<file path="config.mk">
export PLATFORM = sky130hd
export DESIGN_NAME = csc_channel
export DESIGN_NICKNAME = d
export VERILOG_FILES = /design/src/csc_channel.v
export VERILOG_INCLUDE_DIRS = /design/src /design/src/pkg
export SDC_FILE = /design/constraint.sdc
export NUM_CORES = 1
export LEC_CHECK = 0
export BUFFER_PORTS_ARGS = -buffer_cell sky130_fd_sc_hd__buf_2
export CORE_MARGIN = 4
export CORE_UTILIZATION = 35
export DETAILED_ROUTE_END_ITERATION = 12
export SYNTH_ARGS = -nofsm -noshare
export SYNTH_HDL_FRONTEND = slang
export SYNTH_SLANG_ARGS = --single-unit
</file>
<file path="constraint.sdc">
create_clock -name clk_i -period 5.8 [get_ports clk_i]
set_clock_uncertainty 0.15 [all_clocks]
set_input_delay 1.74 -clock clk_i [delete_from_list [all_inputs] [get_ports clk_i]]
set_output_delay 1.74 -clock clk_i [all_outputs]
set_load 0.01 [all_outputs]
</file>
<file path="src/pkg/csc_defines.vh">
// Constants for the clocked serial channel: register indices, field
// positions and reset values.
// Assumes inclusion by bare name from the design file and the checker.
`ifndef CSC_DEFINES_VH
`define CSC_DEFINES_VH

// Register indices; byte address is four times the index
`define CSC_IDX_MODE      16'hFF60
`define CSC_IDX_BUSCTL    16'hFF61
`define CSC_IDX_SHIFT     16'hFF68
`define CSC_IDX_SLVADDR   16'hFF69
`define CSC_IDX_STATUS    16'hFF6A
`define CSC_IDX_CLKCFG    16'hFF6B

// Mode register fields
`define CSC_MODE_EN       7
`define CSC_MODE_MATCH    6
`define CSC_MODE_WAKE     5
`define CSC_MODE_SELHI    4
`define CSC_MODE_SELLO    3
`define CSC_MODE_ORDER    2
`define CSC_MODE_CLKHI    1
`define CSC_MODE_CLKLO    0

// Bus control register fields
`define CSC_BUS_RELEASE_TRIGGER      0
`define CSC_BUS_COMMAND_TRIGGER      1

// Status register fields
`define CSC_ST_DONE       0
`define CSC_ST_BUSY       1
`define CSC_ST_SCKLVL     2

// Clock configuration register fields
`define CSC_CFG_PORTLAT   4

// Reset values and last bit count
`define CSC_RST_BYTE      8'h00
`define CSC_RST_SHIFT     8'hFF
`define CSC_RST_PRE       4'h0
`define CSC_LAST_BIT      3'h7

`endif

</file>
<file path="src/csc_channel.v">
// Clocked serial channel: 3-wire and 2-wire byte shifter behind an
// Avalon-MM slave with waitrequest.
// Assumes serial pins arrive asynchronously; timer tick is on clk_i.
// Limitation: with an external clock, a shift write while the synced clock pin reads low starts nothing
//
// Contract
// - Release trigger sets output latch, reads zero
// - Command trigger clears output latch, reads zero
// - 3-wire exchanges whole bytes, bit per clock
// - Shift on falling edge; output from latch
// - Serial input captured on rising edge
// - After eight bits stop, set done flag
// - Serial output pin always shows output latch
// - Internal clock pin idles at port latch
// - Mode bit 2 selects MSB or LSB first
// - Bit order reverses bus mapping, not shifting
// - Write starts transfer when enabled and idle
// - Enabling after write starts no transfer
// - Clock source: external, timer, or prescaler
// - 2-wire uses clock plus selected open-drain line
// - Match flag compares address and shift data
// - Enable gates transfers, triggers, match and clock/line drive; reset clears mode
`timescale 1ns/1ns
`include "csc_defines.vh"

module csc_channel #(
   parameter PRE_W = 4
) (
   input  wire        clk_i,
   input  wire        arst_n_i,
   input  wire [17:0] avs_address_i,
   input  wire        avs_read_i,
   input  wire        avs_write_i,
   input  wire [31:0] avs_writedata_i,
   input  wire [3:0]  avs_byteenable_i,
   output reg  [31:0] avs_readdata_o,
   output reg         avs_waitrequest_o,
   input  wire        timer_two_i,
   input  wire        serial_in_i,
   output reg         serial_out_o,
   input  wire        serial_clock_pin_i,
   output reg         serial_clock_pin_o,
   output reg         serial_clock_pin_oe_n_o,
   input  wire        bus_data_line_a_i,
   output reg         bus_data_line_a_o,
   output reg         bus_data_line_a_oe_n_o,
   input  wire        bus_data_line_b_i,
   output reg         bus_data_line_b_o,
   output reg         bus_data_line_b_oe_n_o,
   output reg         transfer_done_flag_o
);

   // Mirror a byte; used on both the write and the read path
   function [7:0] csc_rev8;
      input [7:0] v;
      integer k;
      begin
         for (k = 0; k < 8; k = k + 1) begin
            csc_rev8[k] = v[7-k];
         end
      end
   endfunction

   // Register select, shared by every write strobe
   function csc_hit;
      input [15:0] a;
      input [15:0] r;
      begin
         csc_hit = (a == r);
      end
   endfunction

   // Registers, flags and shifter state
   reg  [7:0]       mode_q;
   reg  [7:0]       busctl_q;
   reg  [7:0]       shift_q;
   reg  [7:0]       slvaddr_q;
   reg  [PRE_W-1:0] pre_sel_q;
   reg              port_latch_q;
   reg              done_q;
   reg              busy_q;
   reg              so_latch_q;
   reg  [2:0]       bit_cnt_q;
   reg              int_sck_q;
   reg  [PRE_W:0]   pre_cnt_q;
   // Pin synchroniser stages and timer edge history
   reg  [2:0]       sck_sync_q;
   reg  [1:0]       si_sync_q;
   reg  [1:0]       sba_sync_q;
   reg  [1:0]       sbb_sync_q;
   reg  [1:0]       tmr_q;

   // Mode register fields
   wire        enable   = mode_q[`CSC_MODE_EN];
   wire        two_wire = mode_q[`CSC_MODE_SELHI];
   wire        use_a    = mode_q[`CSC_MODE_SELLO];
   wire        lsb_first = mode_q[`CSC_MODE_ORDER];
   wire        internal = mode_q[`CSC_MODE_CLKHI];
   wire        use_pre  = mode_q[`CSC_MODE_CLKLO];
   // Bus side: index, accepted access, written byte
   wire [15:0] idx      = avs_address_i[17:2];
   wire        acc      = (avs_read_i | avs_write_i) & ~avs_waitrequest_o;
   wire        wr_lane  = avs_write_i & acc & avs_byteenable_i[0];
   wire [7:0]  wbyte    = avs_writedata_i[7:0];
   wire        sck_lvl  = sck_sync_q[1];
   wire        match    = enable & (slvaddr_q == shift_q);

   // Decoded write strobes
   wire        wr_shift  = wr_lane & csc_hit(idx, `CSC_IDX_SHIFT);
   wire        wr_busctl = wr_lane & csc_hit(idx, `CSC_IDX_BUSCTL);
   wire        wr_status = wr_lane & csc_hit(idx, `CSC_IDX_STATUS);
   // Trigger writes; release wins when both bits are set
   wire        trig_rel  = wr_busctl & wbyte[`CSC_BUS_RELEASE_TRIGGER];
   wire        trig_cmd  = wr_busctl & wbyte[`CSC_BUS_COMMAND_TRIGGER];
   // Prescaler select widened for the read path
   wire [PRE_W+3:0] pre_ext = {4'h0, pre_sel_q};

   // Source of serial data input: pin or selected bus line
   wire        rx_bit   = two_wire ? (use_a ? sba_sync_q[1] : sbb_sync_q[1])
                                   : si_sync_q[1];

   // Timer tick: edge of timer output, same clock domain
   wire        tmr_tick = tmr_q[0] & ~tmr_q[1];
   wire        pre_tick = (pre_cnt_q[PRE_W-1:0] == pre_sel_q);
   wire        int_tick = use_pre ? pre_tick : tmr_tick;

   // Serial clock edges seen by the shifter
   // External edges land two to three cycles after the pin
   wire ext_fall = sck_sync_q[2] & ~sck_sync_q[1];
   wire ext_rise = ~sck_sync_q[2] & sck_sync_q[1];
   wire int_fall = busy_q & int_tick & int_sck_q;
   wire int_rise = busy_q & int_tick & ~int_sck_q;
   wire sck_fall = busy_q & (internal ? int_fall : ext_fall);
   wire sck_rise = busy_q & (internal ? int_rise : ext_rise);

   // Start needs enable and an idle clock; later enabling does nothing
   wire start = wr_shift & enable & ~busy_q
                & (internal | sck_lvl);
   // Eighth rising edge ends the byte
   wire last  = sck_rise & (bit_cnt_q == `CSC_LAST_BIT);

   // Bus handshake: waitrequest drops one cycle after a request
   always @(posedge clk_i or negedge arst_n_i) begin
      if (!arst_n_i) begin
         avs_waitrequest_o <= 1'b1;
      end else begin
         // Low one cycle only, so each access takes two cycles
         avs_waitrequest_o <= ~((avs_read_i | avs_write_i)
                                & avs_waitrequest_o);
      end
   end

   // Read data captured while waitrequest is still high
   always @(posedge clk_i or negedge arst_n_i) begin
      if (!arst_n_i) begin
         avs_readdata_o <= 32'h00000000;
      end else if (avs_read_i & avs_waitrequest_o) begin
         // Unmapped indices read as zero
         case (idx)
            // Match is read live, never stored
            `CSC_IDX_MODE:
               avs_readdata_o <= {24'h000000, enable, match,
                                  mode_q[5:0]};
            `CSC_IDX_BUSCTL:
               avs_readdata_o <= {24'h000000, busctl_q[7:2],
                                  2'b00};
            `CSC_IDX_SHIFT:
               avs_readdata_o <= {24'h000000, lsb_first ?
                                  csc_rev8(shift_q) : shift_q};
            `CSC_IDX_SLVADDR:
               avs_readdata_o <= {24'h000000, slvaddr_q};
            // Clock level reads zero while disabled
            `CSC_IDX_STATUS:
               avs_readdata_o <= {29'h00000000, enable & sck_lvl,
                                  busy_q, done_q};
            `CSC_IDX_CLKCFG:
               avs_readdata_o <= {27'h0000000, port_latch_q,
                                  pre_ext[3:0]};
            default:
               avs_readdata_o <= 32'h00000000;
         endcase
      end
   end

   // Control registers; reset clears mode and bus control
   always @(posedge clk_i or negedge arst_n_i) begin
      if (!arst_n_i) begin
         // Port latch resets high, as does the idle clock
         mode_q       <= `CSC_RST_BYTE;
         busctl_q     <= `CSC_RST_BYTE;
         slvaddr_q    <= `CSC_RST_BYTE;
         pre_sel_q    <= {PRE_W{1'b0}};
         port_latch_q <= 1'b1;
      end else if (wr_lane) begin
         case (idx)
            `CSC_IDX_MODE: begin
               mode_q <= {wbyte[7], 1'b0, wbyte[5:0]};
            end
            `CSC_IDX_BUSCTL: begin
               // Trigger bits act in the shifter, never stored
               busctl_q <= {wbyte[7:2], 2'b00};
            end
            `CSC_IDX_SLVADDR: begin
               slvaddr_q <= wbyte;
            end
            `CSC_IDX_CLKCFG: begin
               // Port latch sets the idle clock pin level
               pre_sel_q    <= wbyte[PRE_W-1:0];
               port_latch_q <= wbyte[`CSC_CFG_PORTLAT];
            end
            default: begin
               mode_q <= mode_q;
            end
         endcase
      end
   end

   // Pin synchronisers; the second stage feeds logic, and the clock pin's third stage too
   always @(posedge clk_i or negedge arst_n_i) begin
      if (!arst_n_i) begin
         // Idle levels, so no false edge after reset
         sck_sync_q <= 3'h7;
         si_sync_q  <= 2'h3;
         sba_sync_q <= 2'h3;
         sbb_sync_q <= 2'h3;
         tmr_q      <= 2'h0;
      end else begin
         // Clock pin has a third stage for edge detection
         sck_sync_q <= {sck_sync_q[1:0], serial_clock_pin_i};
         si_sync_q  <= {si_sync_q[0], serial_in_i};
         sba_sync_q <= {sba_sync_q[0], bus_data_line_a_i};
         sbb_sync_q <= {sbb_sync_q[0], bus_data_line_b_i};
         tmr_q      <= {tmr_q[0], timer_two_i};
      end
   end

   // Prescaler: one tick every pre_sel+1 cycles while shifting
   always @(posedge clk_i or negedge arst_n_i) begin
      if (!arst_n_i) begin
         pre_cnt_q <= {(PRE_W+1){1'b0}};
      end else if (!busy_q || pre_tick) begin
         // Held at zero while idle, so every byte starts alike
         pre_cnt_q <= {(PRE_W+1){1'b0}};
      end else begin
         pre_cnt_q <= pre_cnt_q + {{PRE_W{1'b0}}, 1'b1};
      end
   end

   // Internal serial clock idles high, toggles on each tick
   always @(posedge clk_i or negedge arst_n_i) begin
      if (!arst_n_i) begin
         int_sck_q <= 1'b1;
      end else if (!busy_q) begin
         int_sck_q <= 1'b1;
      end else if (internal && int_tick) begin
         // Only a tick moves it, so with the prescaler the first half period is whole
         int_sck_q <= ~int_sck_q;
      end
   end

   // Shifter: out on falling edge, in on rising edge
   always @(posedge clk_i or negedge arst_n_i) begin
      if (!arst_n_i) begin
         // All ones, so a receive releases an open-drain line
         shift_q    <= `CSC_RST_SHIFT;
         so_latch_q <= 1'b1;
         bit_cnt_q  <= 3'h0;
         busy_q     <= 1'b0;
      end else if (!enable) begin
         busy_q    <= 1'b0;
         bit_cnt_q <= 3'h0;
         // Stop mode: a write just stores the byte
         if (wr_shift) begin
            shift_q <= lsb_first ? csc_rev8(wbyte) : wbyte;
         end
      end else if (start) begin
         // Latch keeps its level until the first falling edge
         shift_q   <= lsb_first ? csc_rev8(wbyte) : wbyte;
         busy_q    <= 1'b1;
         bit_cnt_q <= 3'h0;
      end else if (busy_q) begin
         // Triggers are ignored here so a byte cannot be upset
         if (sck_fall) begin
            so_latch_q <= shift_q[7];
         end
         if (sck_rise) begin
            shift_q   <= {shift_q[6:0], rx_bit};
            bit_cnt_q <= bit_cnt_q + 3'h1;
         end
         if (last) begin
            busy_q <= 1'b0;
         end
      end else if (trig_rel) begin
         // Release wins when both trigger bits are written
         so_latch_q <= 1'b1;
      end else if (trig_cmd) begin
         so_latch_q <= 1'b0;
      end
   end

   // Done flag: end of byte wins over a clear in the same cycle
   always @(posedge clk_i or negedge arst_n_i) begin
      if (!arst_n_i) begin
         done_q <= 1'b0;
      end else if (last) begin
         done_q <= 1'b1;
      end else if (wr_status && wbyte[`CSC_ST_DONE]) begin
         // Cleared by writing one to the status done bit
         done_q <= 1'b0;
      end
   end

   // Pin drivers, all registered; open-drain lines pull low only
   always @(posedge clk_i or negedge arst_n_i) begin
      if (!arst_n_i) begin
         serial_out_o            <= 1'b1;
         serial_clock_pin_o      <= 1'b1;
         serial_clock_pin_oe_n_o <= 1'b1;
         bus_data_line_a_o       <= 1'b0;
         bus_data_line_a_oe_n_o  <= 1'b1;
         bus_data_line_b_o       <= 1'b0;
         bus_data_line_b_oe_n_o  <= 1'b1;
         transfer_done_flag_o    <= 1'b0;
      end else begin
         // Data pin follows the latch in every mode
         serial_out_o <= so_latch_q;
         // Idle level follows the port latch, shifting uses int clock
         serial_clock_pin_o <= busy_q ? int_sck_q : port_latch_q;
         // Clock pin driven only when enabled with an internal source
         serial_clock_pin_oe_n_o <= ~(enable & internal);
         // Open-drain lines never drive high
         bus_data_line_a_o <= 1'b0;
         bus_data_line_b_o <= 1'b0;
         // Released line reads the bus, so receive needs 0xFF loaded
         bus_data_line_a_oe_n_o <= ~(enable & two_wire & use_a
                                     & ~so_latch_q);
         bus_data_line_b_oe_n_o <= ~(enable & two_wire & ~use_a
                                     & ~so_latch_q);
         // Done pin mirrors the flag one cycle later
         transfer_done_flag_o <= done_q;
      end
   end

endmodule

</file>
======== Word-level counts from Yosys, hierarchy flattened ========
Cells that the tools add are included.
W data, S select, Z words.
storage, ports and cells
  flip-flop bits (word level) ............. 96
  bits of input ports ..................... 63
  output and inout bits ................... 41
  logic and storage cells ................. 130
cells by class
  add/subtract/negate cells ............... 2
  equal/unequal tests ..................... 13
  multiplexer cells ....................... 31
  bitwise gates (word level) .............. 45
  reductions and logical operators ........ 14
operators with widths
  cell                    number
  $eq A16 B16 Y1 const B  6
  $mux W8                 7
  $pmux W8 S6             1
  $and A1 B1 Y1           30
  $mux W1                 18
  $not A1 Y1              13
  $mux W3                 4
  $reduce_and A2 Y1       5
  $eq A8 B8 Y1            1
  $ne A3 B1 Y1 const B    2
  $add A5 B1 Y5 const B   1
  $mux W5                 1
  $eq A4 B4 Y1            1
  $ne A2 B1 Y1 const B    2
  $reduce_and A4 Y1       1
  $reduce_bool A2 Y1      2
  $add A3 B1 Y3 const B   1
  $eq A3 B3 Y1 const B    1
  $reduce_and A3 Y1       1
  $reduce_bool A3 Y1      1
  $logic_and A1 B1 Y1     2
  $or A1 B1 Y1            2
  $logic_not A1 Y1        1
  $logic_or A1 B1 Y1      1

======== Logic depth before layout (Yosys ltp) ========
Gate-level depths: netlist of run 1.
  depth after elaboration ................. 12
  depth in mapped cells ................... 7
  mapped depth without buffers ............ 5

======== Worst setup path after synthesis of run 1 ========
No wires, ideal clock.
  kind .................................... in2reg
  start point ............................. input port avs_address_i[6]
  end point ............................... register shift_q[3]
  setup time .............................. 82 ps
  data arrival time ....................... 3523 ps
  data required time ...................... 5568 ps
  path slack .............................. 2045 ps
  stages .................................. 6
  buffers on the path ..................... 1
  path through ............................ nand4b_4 -> or4_4 -> o41ai_4 -> buf_6 -> mux2_1 -> mux2_2
on the way
  word-level cells in the longest chain between the ends .. 7
  elaborated cells on any way between the ends .. 11
  classes of those cells .................. 3 x eq/ne; 2 x mux; 4 x bitwise; 2 x reduce/logical
ends and longest elaborated chain
  what                                                           line               RTL
  from (decl)                                                    csc_channel.v:31   input wire [17:0] avs_address_i,
  $eq A16 B16 Y1 (*)                                             -
  $and A1 B1 Y1 (*)                                              csc_channel.v:109  wire wr_shift = wr_lane & csc_hit(idx, `CSC_IDX_SHIFT);
  $and A1 B1 Y1 (2 in series)                                    csc_channel.v:137  wire start = wr_shift & enable & ~busy_q
  $and A1 B1 Y1                                                  csc_channel.v:138  & (internal | sck_lvl);
  $ne A3 B1 Y1 (no line) / $mux W8 (equally long branches)       -
  $reduce_and A3 Y1 (no line) / $mux W8 (equally long branches)  -
  to (signal assigned)                                           csc_channel.v:265  shift_q <= `CSC_RST_SHIFT;
  to (signal assigned)                                           csc_channel.v:274  shift_q <= lsb_first ? csc_rev8(wbyte) : wbyte;
  to (signal assigned)                                           csc_channel.v:278  shift_q <= lsb_first ? csc_rev8(wbyte) : wbyte;
  to (decl)                                                      csc_channel.v:76   reg [7:0] shift_q;
Mark *: on every way between the ends. The rest lies on a longest branch, timed or not.
A chain may end at the register's enable or synchronous reset.

======== Worst setup path in the final report of run 1 ========
  start point ............................. input port avs_address_i[6]
  end point ............................... register shift_q[1]
The elaborated chain is that of the path after synthesis.

==> qor.yml, run 1 <==
post_drt_wl_per_cell_um: 16.87
finalNetCount: 434
ys_ff_latch: 71
ir_drop_mv: 0.1300
fin_crit_sh: 0.6787
hold_viol_final: 0
max_freq_ghz: 0.2540
fin_util: 0.4110
placed_area_mm2: 0.003993
worstSetupPathType: "in -> reg"
num_vias: 2599
power.density_mw_per_mm2: 262.9
routed_wl_um: 8586
synth_edf_count: 0
rows: 37
synth_xor_area_frac: 0.03761
drtPass1Iterations: 4
area_delta_synth_final_pct: 14.37
cts_tree: "built"
synthMuxAreaShare: 0.1790
use_met1: 0.2001
fillers: 1010
hold_path.class: "reg -> reg"
setup_tns_ns: 0
clock_sinks: 71
overflow: 0
postCtsSetupBuffers: 0
final_cell_area_mm2: 0.004262
synth_ff_type: "dfrtp_1"
track_usage: 0.1438
rsz0062_at_grt: "no"
core_mm2: 0.01037
synth_cell_types: 53
finalWorstSetupSlack_ns: 1.864
holdWs_ns: 0.2062
pre_cts_ws_ns: 1.523
ant_nets: 0
fp.dieArea_mm2: 0.01236
pin_count: 104
slew_viol_final: 0
dpl.hpwl_um: 6258
cts_resized: 0
syn-instance-count: 320
synth.cell_area_mm2: 0.003726
cts_buffer_depth: 2
use_met2: 0.2199
final_layout_size_suffix_gt1_frac: 0.3834
drcViolationCount: 0
power.leakage_nw: 1.928
grt_pass1_wl_um: 14150
clk_pin_slew_ns: 0.07
yosys_warnings: 0
synth_top_family_by_area: "multiplexers"
io_buffers: 48
status: "completed"
antenna_cells: 0
yosys.area_share.adder: 0.01007
holdBufCountCts: 0
path_max_fanout: 8
gp_congestion: 0.8190
relSlewSlack: 0.3958
grt_max_degree: 42
die_h_um: 111.2
insertion_delay_ns: 0.35
drt_iter0_drc: 175
fin_crit_ns: 3.936
crit_path_end_kind: "flip-flop"
finalSetupViolations: 0
initial_utilization: 0.3593
grt.busiest_layer: "met2"
worst_pin_slew_ns: 0.9063
vias_per_cell: 5.106
avgSynthCellArea_um2: 11.64
max_cap_viol_count: 0
grt_pass1_vias: 2696
crit_arrival_ns: 4.05
crit_path_start_kind: "input port"
met3_usage: 0.04421
die_w_um: 111.2
cp.required_ns: 5.92
antenna_found_initial: 0
ys_seq_area_frac: 0.4856
cts_buffers: 9
async_flop_share: 1.000
synth-simple-area-share: 0.1212
cts_root_buffer: "clkbuf_8"
synth-compound-area-share: 0.08865
htree_levels: 3
-- cell families after synthesis --
kind of cell / count (synthesis)
AOI/OAI and AO/OA: 43
xor gates and xnor gates: 16
adders and majority gates: 3
buffers and inverters: 47
DFF: 71
muxes: 60
other: 1
and+or+nand+nor: 79
-- cells in the mapped netlist (7+ instances only) --
cell | count | area, um2
xnor2_1 | 15 | 131.4
nand3_1 | 9 | 45.04
dfrtp_1 | 45 | 1126
dfstp_2 | 26 | 683.2
nand4_1 | 7 | 43.79
mux2i_1 | 13 | 130.1
inv_1 | 9 | 33.78
o21ai_0 | 11 | 55.05
clkbuf_1 | 8 | 30.03
mux2_2 | 44 | 495.5
buf_4 | 27 | 202.7
nand2_1 | 20 | 75.07
nor2_1 | 17 | 63.81
a31oi_1 | 8 | 50.05
-- worst max-delay path, stage by stage --
cell and delay, ns:
buf_2 0.10, nand4b_4 0.18, nor4_1 0.63, and2_1 0.44
a32o_1 0.57, mux2_2 0.40
-- layer usage --
layer | share of wire | vias to the layer above | wire length, um
met2 | 0.45 | 109 | 3850
met5 | 0 | - | 0
li1 | - | 1206 | -
met1 | 0.45 | 1278 | 3897
met3 | 0.088 | 6 | 756
met4 | 0.0096 | 0 | 82
-- state kept, by name, indices dropped and copies added, names as in the netlist, 2 cells and up --
name            cells
pre_sel_q           4
sck_sync_q          3
avs_readdata_o      8
busctl_q            6
pre_cnt_q           4
sbb_sync_q          2
sba_sync_q          2
tmr_q               2
mode_q              7
slvaddr_q           8
bit_cnt_q           3
shift_q             8
si_sync_q           2
-- cell type report --
| cell class | count | area [um2] | share of cell area |
|---|---|---|---|
| Sequential cell | 71 | 1809 | 0.4245 |
| Timing Repair Buffer | 50 | 255.2 | 0.05989 |
| Inverter | 9 | 33.78 | 0.007927 |
| Multi-Input combinational cell | 227 | 1724 | 0.4046 |
| Clock inverter | 6 | 131.4 | 0.03083 |
| Clock buffer | 10 | 137.6 | 0.03230 |
| Tap cell | 136 | 170.2 | 0.03993 |
-- placed cells by master, fill, tap and decap left out, types with 2 or more instances in the layout --
cell type | synthesis | routed
a32oi_1 | 3 | 3
o21ai_0 | 11 | 11
nand4_1 | 7 | 7
xnor2_1 | 15 | 15
buf_2 | 1 | 48
conb_1 | 1 | 26
inv_1 | 9 | 9
and2_1 | 4 | 4
nor4_1 | 2 | 2
and3_1 | 3 | 3
or3_1 | 2 | 2
bufinv_16 | 0 | 4
a31oi_1 | 8 | 8
nand2_1 | 20 | 20
nand3_1 | 9 | 9
a221oi_1 | 3 | 3
mux2_2 | 44 | 44
ha_1 | 3 | 3
dfrtp_1 | 45 | 45
nor3b_1 | 3 | 3
mux2i_1 | 13 | 13
buf_4 | 27 | 2
dfstp_2 | 26 | 26
nand4b_4 | 2 | 2
clkbuf_8 | 0 | 10
mux2_4 | 2 | 2
a222oi_1 | 5 | 5
nor2_1 | 17 | 17
a21o_1 | 2 | 2
-- path summary, 6_finish.rpt --
kind	slack (ns)	from	endpoint	cells past startpoint
worst max-delay path	1.86	avs_address_i[6]	shift_q[1]$_DFFE_PN1P_	6
worst min-delay path	0.21	si_sync_q[0]$_DFF_PN1_	si_sync_q[1]$_DFF_PN1_	0
worst max register to register	3.13	mode_q[1]$_DFFE_PN0P_	shift_q[1]$_DFFE_PN1P_	5
worst min register to register	0.21	si_sync_q[0]$_DFF_PN1_	si_sync_q[1]$_DFF_PN1_	0
max in group asynchronous	3.15	arst_n_i	serial_clock_pin_o$_DFF_PN1_	2
min in group asynchronous	1.37	arst_n_i	avs_readdata_o[6]$_DFFE_PN0P_	1
-- report_power, final --
| part | internal, mW | switching [mW] |
|---|---|---|
| Sequential | 0.512 | 0.00760 |
| Clock | 0.339 | 0.184 |
| Combinational | 0.0273 | 0.0506 |
-- stage by stage --
stage	instances	power, mW
floorplan	345	0.5746
global placement	493	0.6060
detailed placement	493	0.6080
CTS	509	1.136
global route	509	1.164
finish	509	1.121
Note: power is estimated with default switching activity, not from simulation.
==> run 2: changes to the inputs <==
==> constraint.sdc (replaced) <==
create_clock -name clk_i -period 3.44 [get_ports clk_i]
set_clock_uncertainty 0.15 [all_clocks]
set_input_delay 1.032 -clock clk_i [delete_from_list [all_inputs] [get_ports clk_i]]
set_output_delay 1.032 -clock clk_i [all_outputs]
set_load 0.01 [all_outputs]
==> run 2 against run 1 <==
Flip-flop and latch count stayed put. Critical path type unchanged. Worst setup slack got worse by 1.3 ns. Total power up 50%.
==> qor.yml, run 2 (synthesis results as in run 1) <==
status: "completed"
power.leakage_nw: 1.951  # +1.2%
cp.required_ns: 3.56  # -2.36 ns
ir_drop_mv: 0.2022  # +56%
finalSetupViolations: 0  # unchanged
track_usage: 0.1477  # +0.003895
htree_levels: 3  # unchanged
fp.dieArea_mm2: 0.01236  # unchanged
antenna_found_initial: 0  # unchanged
worst_pin_slew_ns: 0.7392  # -0.1670 ns
cts_buffer_depth: 2  # unchanged
dpl.hpwl_um: 6457  # +3.2%
crit_arrival_ns: 3.02  # -1.03 ns
gp_congestion: 0.8187  # about the same
register_area_mm2: 0.001809  # unchanged
drt_iter0_drc: 164  # -6.3%
max_freq_ghz: 0.3440
final_layout_size_suffix_gt1_frac: 0.3937  # +0.01032
finalNetCount: 442  # +1.8%
insertion_delay_ns: 0.35  # about the same
initial_utilization: 0.3593  # unchanged
holdBufCountCts: 0  # unchanged
grt_pass1_wl_um: 14500  # +2.5%
top_layer: "met4"
setup_tns_ns: 0  # unchanged
max_cap_viol_count: 0  # unchanged
crit_path_start_kind: "input port"
die_w_um: 111.2  # unchanged
dr_wl_met3_um: 706  # -6.6%
cts_tree: "built"
met1Wirelength_um: 4040  # +3.7%
grt_pass1_vias: 2678  # -0.67%
relSlewSlack: 0.5072  # +0.1114
wl_met2_um: 3844  # -0.16%
worstSetupPathType: "in -> reg"
antenna_cells: 0  # unchanged
reg_top3: "avs_readdata_o x8, shift_q x8, slvaddr_q x8"
cts_root_buffer: "clkbuf_8"
hold_path.class: "reg -> reg"
rows: 37  # unchanged
fin_crit_sh: 0.8452
vias_per_cell: 5.116  # +0.20%
ant_nets: 0  # unchanged
rsz0062_at_grt: "no"
cts_buffers: 9  # unchanged
routed_wl_um: 8695  # +1.3%
layout_commonest_cell: "buf_2"
num_vias: 2645  # +1.8%
drtPass1Iterations: 4  # unchanged
core_mm2: 0.01037  # unchanged
pin_count: 104  # unchanged
power.density_mw_per_mm2: 394.0  # +50%
overflow: 0  # unchanged
crit_path_end_kind: "flip-flop"
drcViolationCount: 0  # unchanged
finalPower_mw: 1.686  # +50%
post_drt_wl_per_cell_um: 16.82  # -0.30%
area_delta_synth_final_pct: 14.84
pre_cts_ws_ns: 0.1827  # -1.340 ns
layout_common_cells: "buf_2, dfrtp_1, mux2_2"
clk_pin_slew_ns: 0.07  # about the same
grt_max_degree: 31  # -26%
slew_viol_final: 0  # unchanged
final_cell_area_mm2: 0.004279  # +0.41%
cts_resized: 0  # unchanged
clock_sinks: 71  # unchanged
io_buffers: 48  # unchanged
path_max_fanout: 12  # +4
postCtsSetupBuffers: 0  # unchanged
holdWs_ns: 0.2068  # +0.0005520 ns
multiInputGateArea_mm2: 0.001724  # unchanged
fillers: 1004  # -0.59%
placed_area_mm2: 0.004078  # +2.1%
fin_crit_ns: 2.907
hold_viol_final: 0  # unchanged
die_h_um: 111.2  # unchanged
finalWorstSetupSlack_ns: 0.5327  # -1.331 ns
run 2: metrics by stage:
step	utilization	instances
final	0.4126	517
after detailed placement	0.3932	501
after global placement	0.3932	501
after CTS	0.4126	517
after floorplan	-	345
after global routing	0.4126	517
run 2: area by class of cell:
class	instances	area share
timing repair buffer	58	0.07953
multi-input combinational	227	0.4029
sequential	71	0.4228
tap	136	0.03977
clock buffer	13	0.03713
inverter	9	0.007895
clock inverter	3	0.009942
run 2: path summary, 6_finish.rpt:
check	start	slack, ns	depth (start not counted)	endpoint
setup / recovery	avs_address_i[6]	0.53	7	shift_q[2]$_DFFE_PN1P_
hold / removal	sba_sync_q[0]$_DFF_PN1_	0.21	0	sba_sync_q[1]$_DFF_PN1_
setup reg to reg	mode_q[1]$_DFFE_PN0P_	0.78	5	shift_q[2]$_DFFE_PN1P_
hold reg to reg	sba_sync_q[0]$_DFF_PN1_	0.21	0	sba_sync_q[1]$_DFF_PN1_
max in group asynchronous	arst_n_i	1.85	2	sck_sync_q[2]$_DFF_PN1_
min in group asynchronous	arst_n_i	0.58	1	busctl_q[4]$_DFFE_PN0N_
run 2: where the power goes:
part / internal (mW) / switching, mW
logic: 0.0492 / 0.0855
clock network: 0.374 / 0.301
registers: 0.863 / 0.0127
run 2: layer usage:
| metal | track usage | up-vias |
|---|---|---|
| li1 | - | 1223 |
| met1 | 0.2069 | 1297 |
| met2 | 0.2203 | 117 |
| met3 | 0.04203 | 8 |
| met4 | 0.04785 | 0 |
| met5 | 0 | - |
run 2: worst max-delay path, stage by stage:
cell,delay [ns]
buf_2,0.10
nand4b_4,0.18
or4_4,0.60
o41ai_4,0.30
buf_12,0.20
mux2_2,0.34
mux2_2,0.26
==> run 3: changes to the inputs <==
==> constraint.sdc (replaced) <==
create_clock -name clk_i -period 2.8 [get_ports clk_i]
set_clock_uncertainty 0.15 [all_clocks]
set_input_delay 0.84 -clock clk_i [delete_from_list [all_inputs] [get_ports clk_i]]
set_output_delay 0.84 -clock clk_i [all_outputs]
set_load 0.01 [all_outputs]
==> run 3 against run 2 <==
Flip-flop and latch count did not move. Sequential share of layout area decreased by 1.2 points. Routed wire length is 3.0% higher. Combinational power up 27%. Non-clock buffer count is 16 higher. Design area increased by 2.8%. Global-route usage is 0.18 points higher. Worst setup slack worse by 0.37 ns. First-iteration DRC count decreased by 41%. Via count grew 2.5%. Sequential power increased by 23%. Total power increased by 25%.
==> qor.yml, run 3 (synthesis results as in run 1) <==
worst_pin_slew_ns: 0.7715  # +0.03230 ns
hold_path.class: "reg -> reg"
track_usage: 0.1495  # +0.001784
top_layer: "met4"
crit_arrival_ns: 2.76  # -0.26 ns
cts_buffer_depth: 2  # unchanged
crit_path_end_kind: "flip-flop"
vias_per_cell: 5.084  # -0.62%
status: "completed"
max_cap_viol_count: 0  # unchanged
finalWorstSetupSlack_ns: 0.1642  # -0.3684 ns
crit_path_start_kind: "input port"
overflow: 0  # unchanged
die_h_um: 111.2  # unchanged
pin_count: 104  # unchanged
hold_viol_final: 0  # unchanged
htree_levels: 3  # unchanged
fin_util: 0.4242  # +0.01158
placed_area_mm2: 0.004198  # +2.9%
io_buffers: 48  # unchanged
fin_crit_sh: 0.9413
clock_sinks: 71  # unchanged
dpl.hpwl_um: 6605  # +2.3%
fillers: 995  # -0.90%
drtPass1Iterations: 6  # +2
power.density_mw_per_mm2: 478.5  # +21%
cts_tree: "built"
core_mm2: 0.01037  # unchanged
clk_pin_slew_ns: 0.07  # about the same
pre_cts_ws_ns: -0.1939  # -0.3766 ns
ant_nets: 0  # unchanged
die_w_um: 111.2  # unchanged
cp.required_ns: 2.93  # -0.63 ns
antenna_cells: 0  # unchanged
grt_pass1_vias: 2756  # +2.9%
num_vias: 2710  # +2.5%
fin_crit_ns: 2.636
path_max_fanout: 6  # -6
power.leakage_nw: 2.021  # +3.6%
rows: 37  # unchanged
rsz0062_at_grt: "no"
drt_iter0_drc: 96  # -41%
fp.dieArea_mm2: 0.01236  # unchanged
post_drt_wl_per_cell_um: 16.80  # -0.11%
final_layout_size_suffix_gt1_frac: 0.4181  # +0.02444
cts_buffers: 9  # unchanged
ir_drop_mv: 0.2827  # +40%
gp_congestion: 0.8496  # +3.8%
antenna_found_initial: 0  # unchanged
layout_commonest_cell: "buf_2"
dr_wl_met3_um: 516  # -27%
wl_met2_um: 3967  # +3.2%
area_delta_synth_final_pct: 18.07
drcViolationCount: 0  # unchanged
layout_common_cells: "buf_2, dfrtp_1, mux2_2"
grt_pass1_wl_um: 14550  # +0.29%
worstSetupPathType: "in -> reg"
finalNetCount: 458  # +3.6%
max_freq_ghz: 0.3794
insertion_delay_ns: 0.36  # about the same
final_cell_area_mm2: 0.004399  # +2.8%
reg_top3: "avs_readdata_o x8, shift_q x8, slvaddr_q x8"
cts_resized: 0  # unchanged
postCtsSetupBuffers: 0  # unchanged
cts_root_buffer: "clkbuf_8"
routed_wl_um: 8954  # +3.0%
slew_viol_final: 0  # unchanged
holdBufCountCts: 0  # unchanged
grt_max_degree: 53  # +71%
initial_utilization: 0.3593  # unchanged
finalSetupViolations: 0  # unchanged
relSlewSlack: 0.4857  # -0.02153
met1Wirelength_um: 4330  # +7.2%
## run 3: layer usage
layer  GRT usage  vias up
met4     0.05758        0
met1      0.2127     1332
met2      0.2232      106
met3     0.03057       15
li1            -     1257
met5           0        -
## run 3: layout make-up
type	count	area, um2	area share
Sequential cell	71	1809	0.4113
Multi-Input combinational cell	227	1724	0.3919
Timing Repair Buffer	74	460.4	0.1047
Tap cell	136	170.2	0.03868
Clock buffer	13	158.9	0.03612
Clock inverter	3	42.54	0.009670
Inverter	9	33.78	0.007679
## run 3: critical path, stage by stage
cell      delay, ns
buf_2          0.10
nand4b_4       0.16
or4_4          0.58
o41ai_4        0.25
buf_4          0.22
mux2_2         0.34
mux2_2         0.26
## run 3: report_power, final
group	internal (mW)	switching, mW
combinational	0.0628	0.108
clock	0.460	0.399
sequential	1.06	0.0152
## run 3: final timing paths
kind,from,to,slack (ns),cells past startpoint
worst max-delay path,avs_address_i[6],shift_q[2]$_DFFE_PN1P_,0.16,7
worst min-delay path,sck_sync_q[0]$_DFF_PN1_,sck_sync_q[1]$_DFF_PN1_,0.21,0
worst max register to register,avs_waitrequest_o$_DFF_PN1_,so_latch_q$_DFFE_PN1P_,0.57,7
worst min register to register,sck_sync_q[0]$_DFF_PN1_,sck_sync_q[1]$_DFF_PN1_,0.21,0
max in group asynchronous,arst_n_i,sck_sync_q[1]$_DFF_PN1_,1.50,2
min in group asynchronous,arst_n_i,busctl_q[5]$_DFFE_PN0N_,0.31,1
## run 3: metrics by stage
| stage | power, mW | TNS (ns) | instances | hold WS [ns] |
|---|---|---|---|---|
| after floorplan | 1.190 | -0.05519 | 345 | 0.1952 |
| after global placement | 1.264 | -0.9849 | 517 | 0.1954 |
| after detailed placement | 1.268 | -1.330 | 517 | 0.1989 |
| after CTS | 2.124 | 0 | 533 | 0.2101 |
| after global routing | 2.185 | 0 | 533 | 0.2141 |
| final | 2.105 | 0 | 533 | 0.2078 |
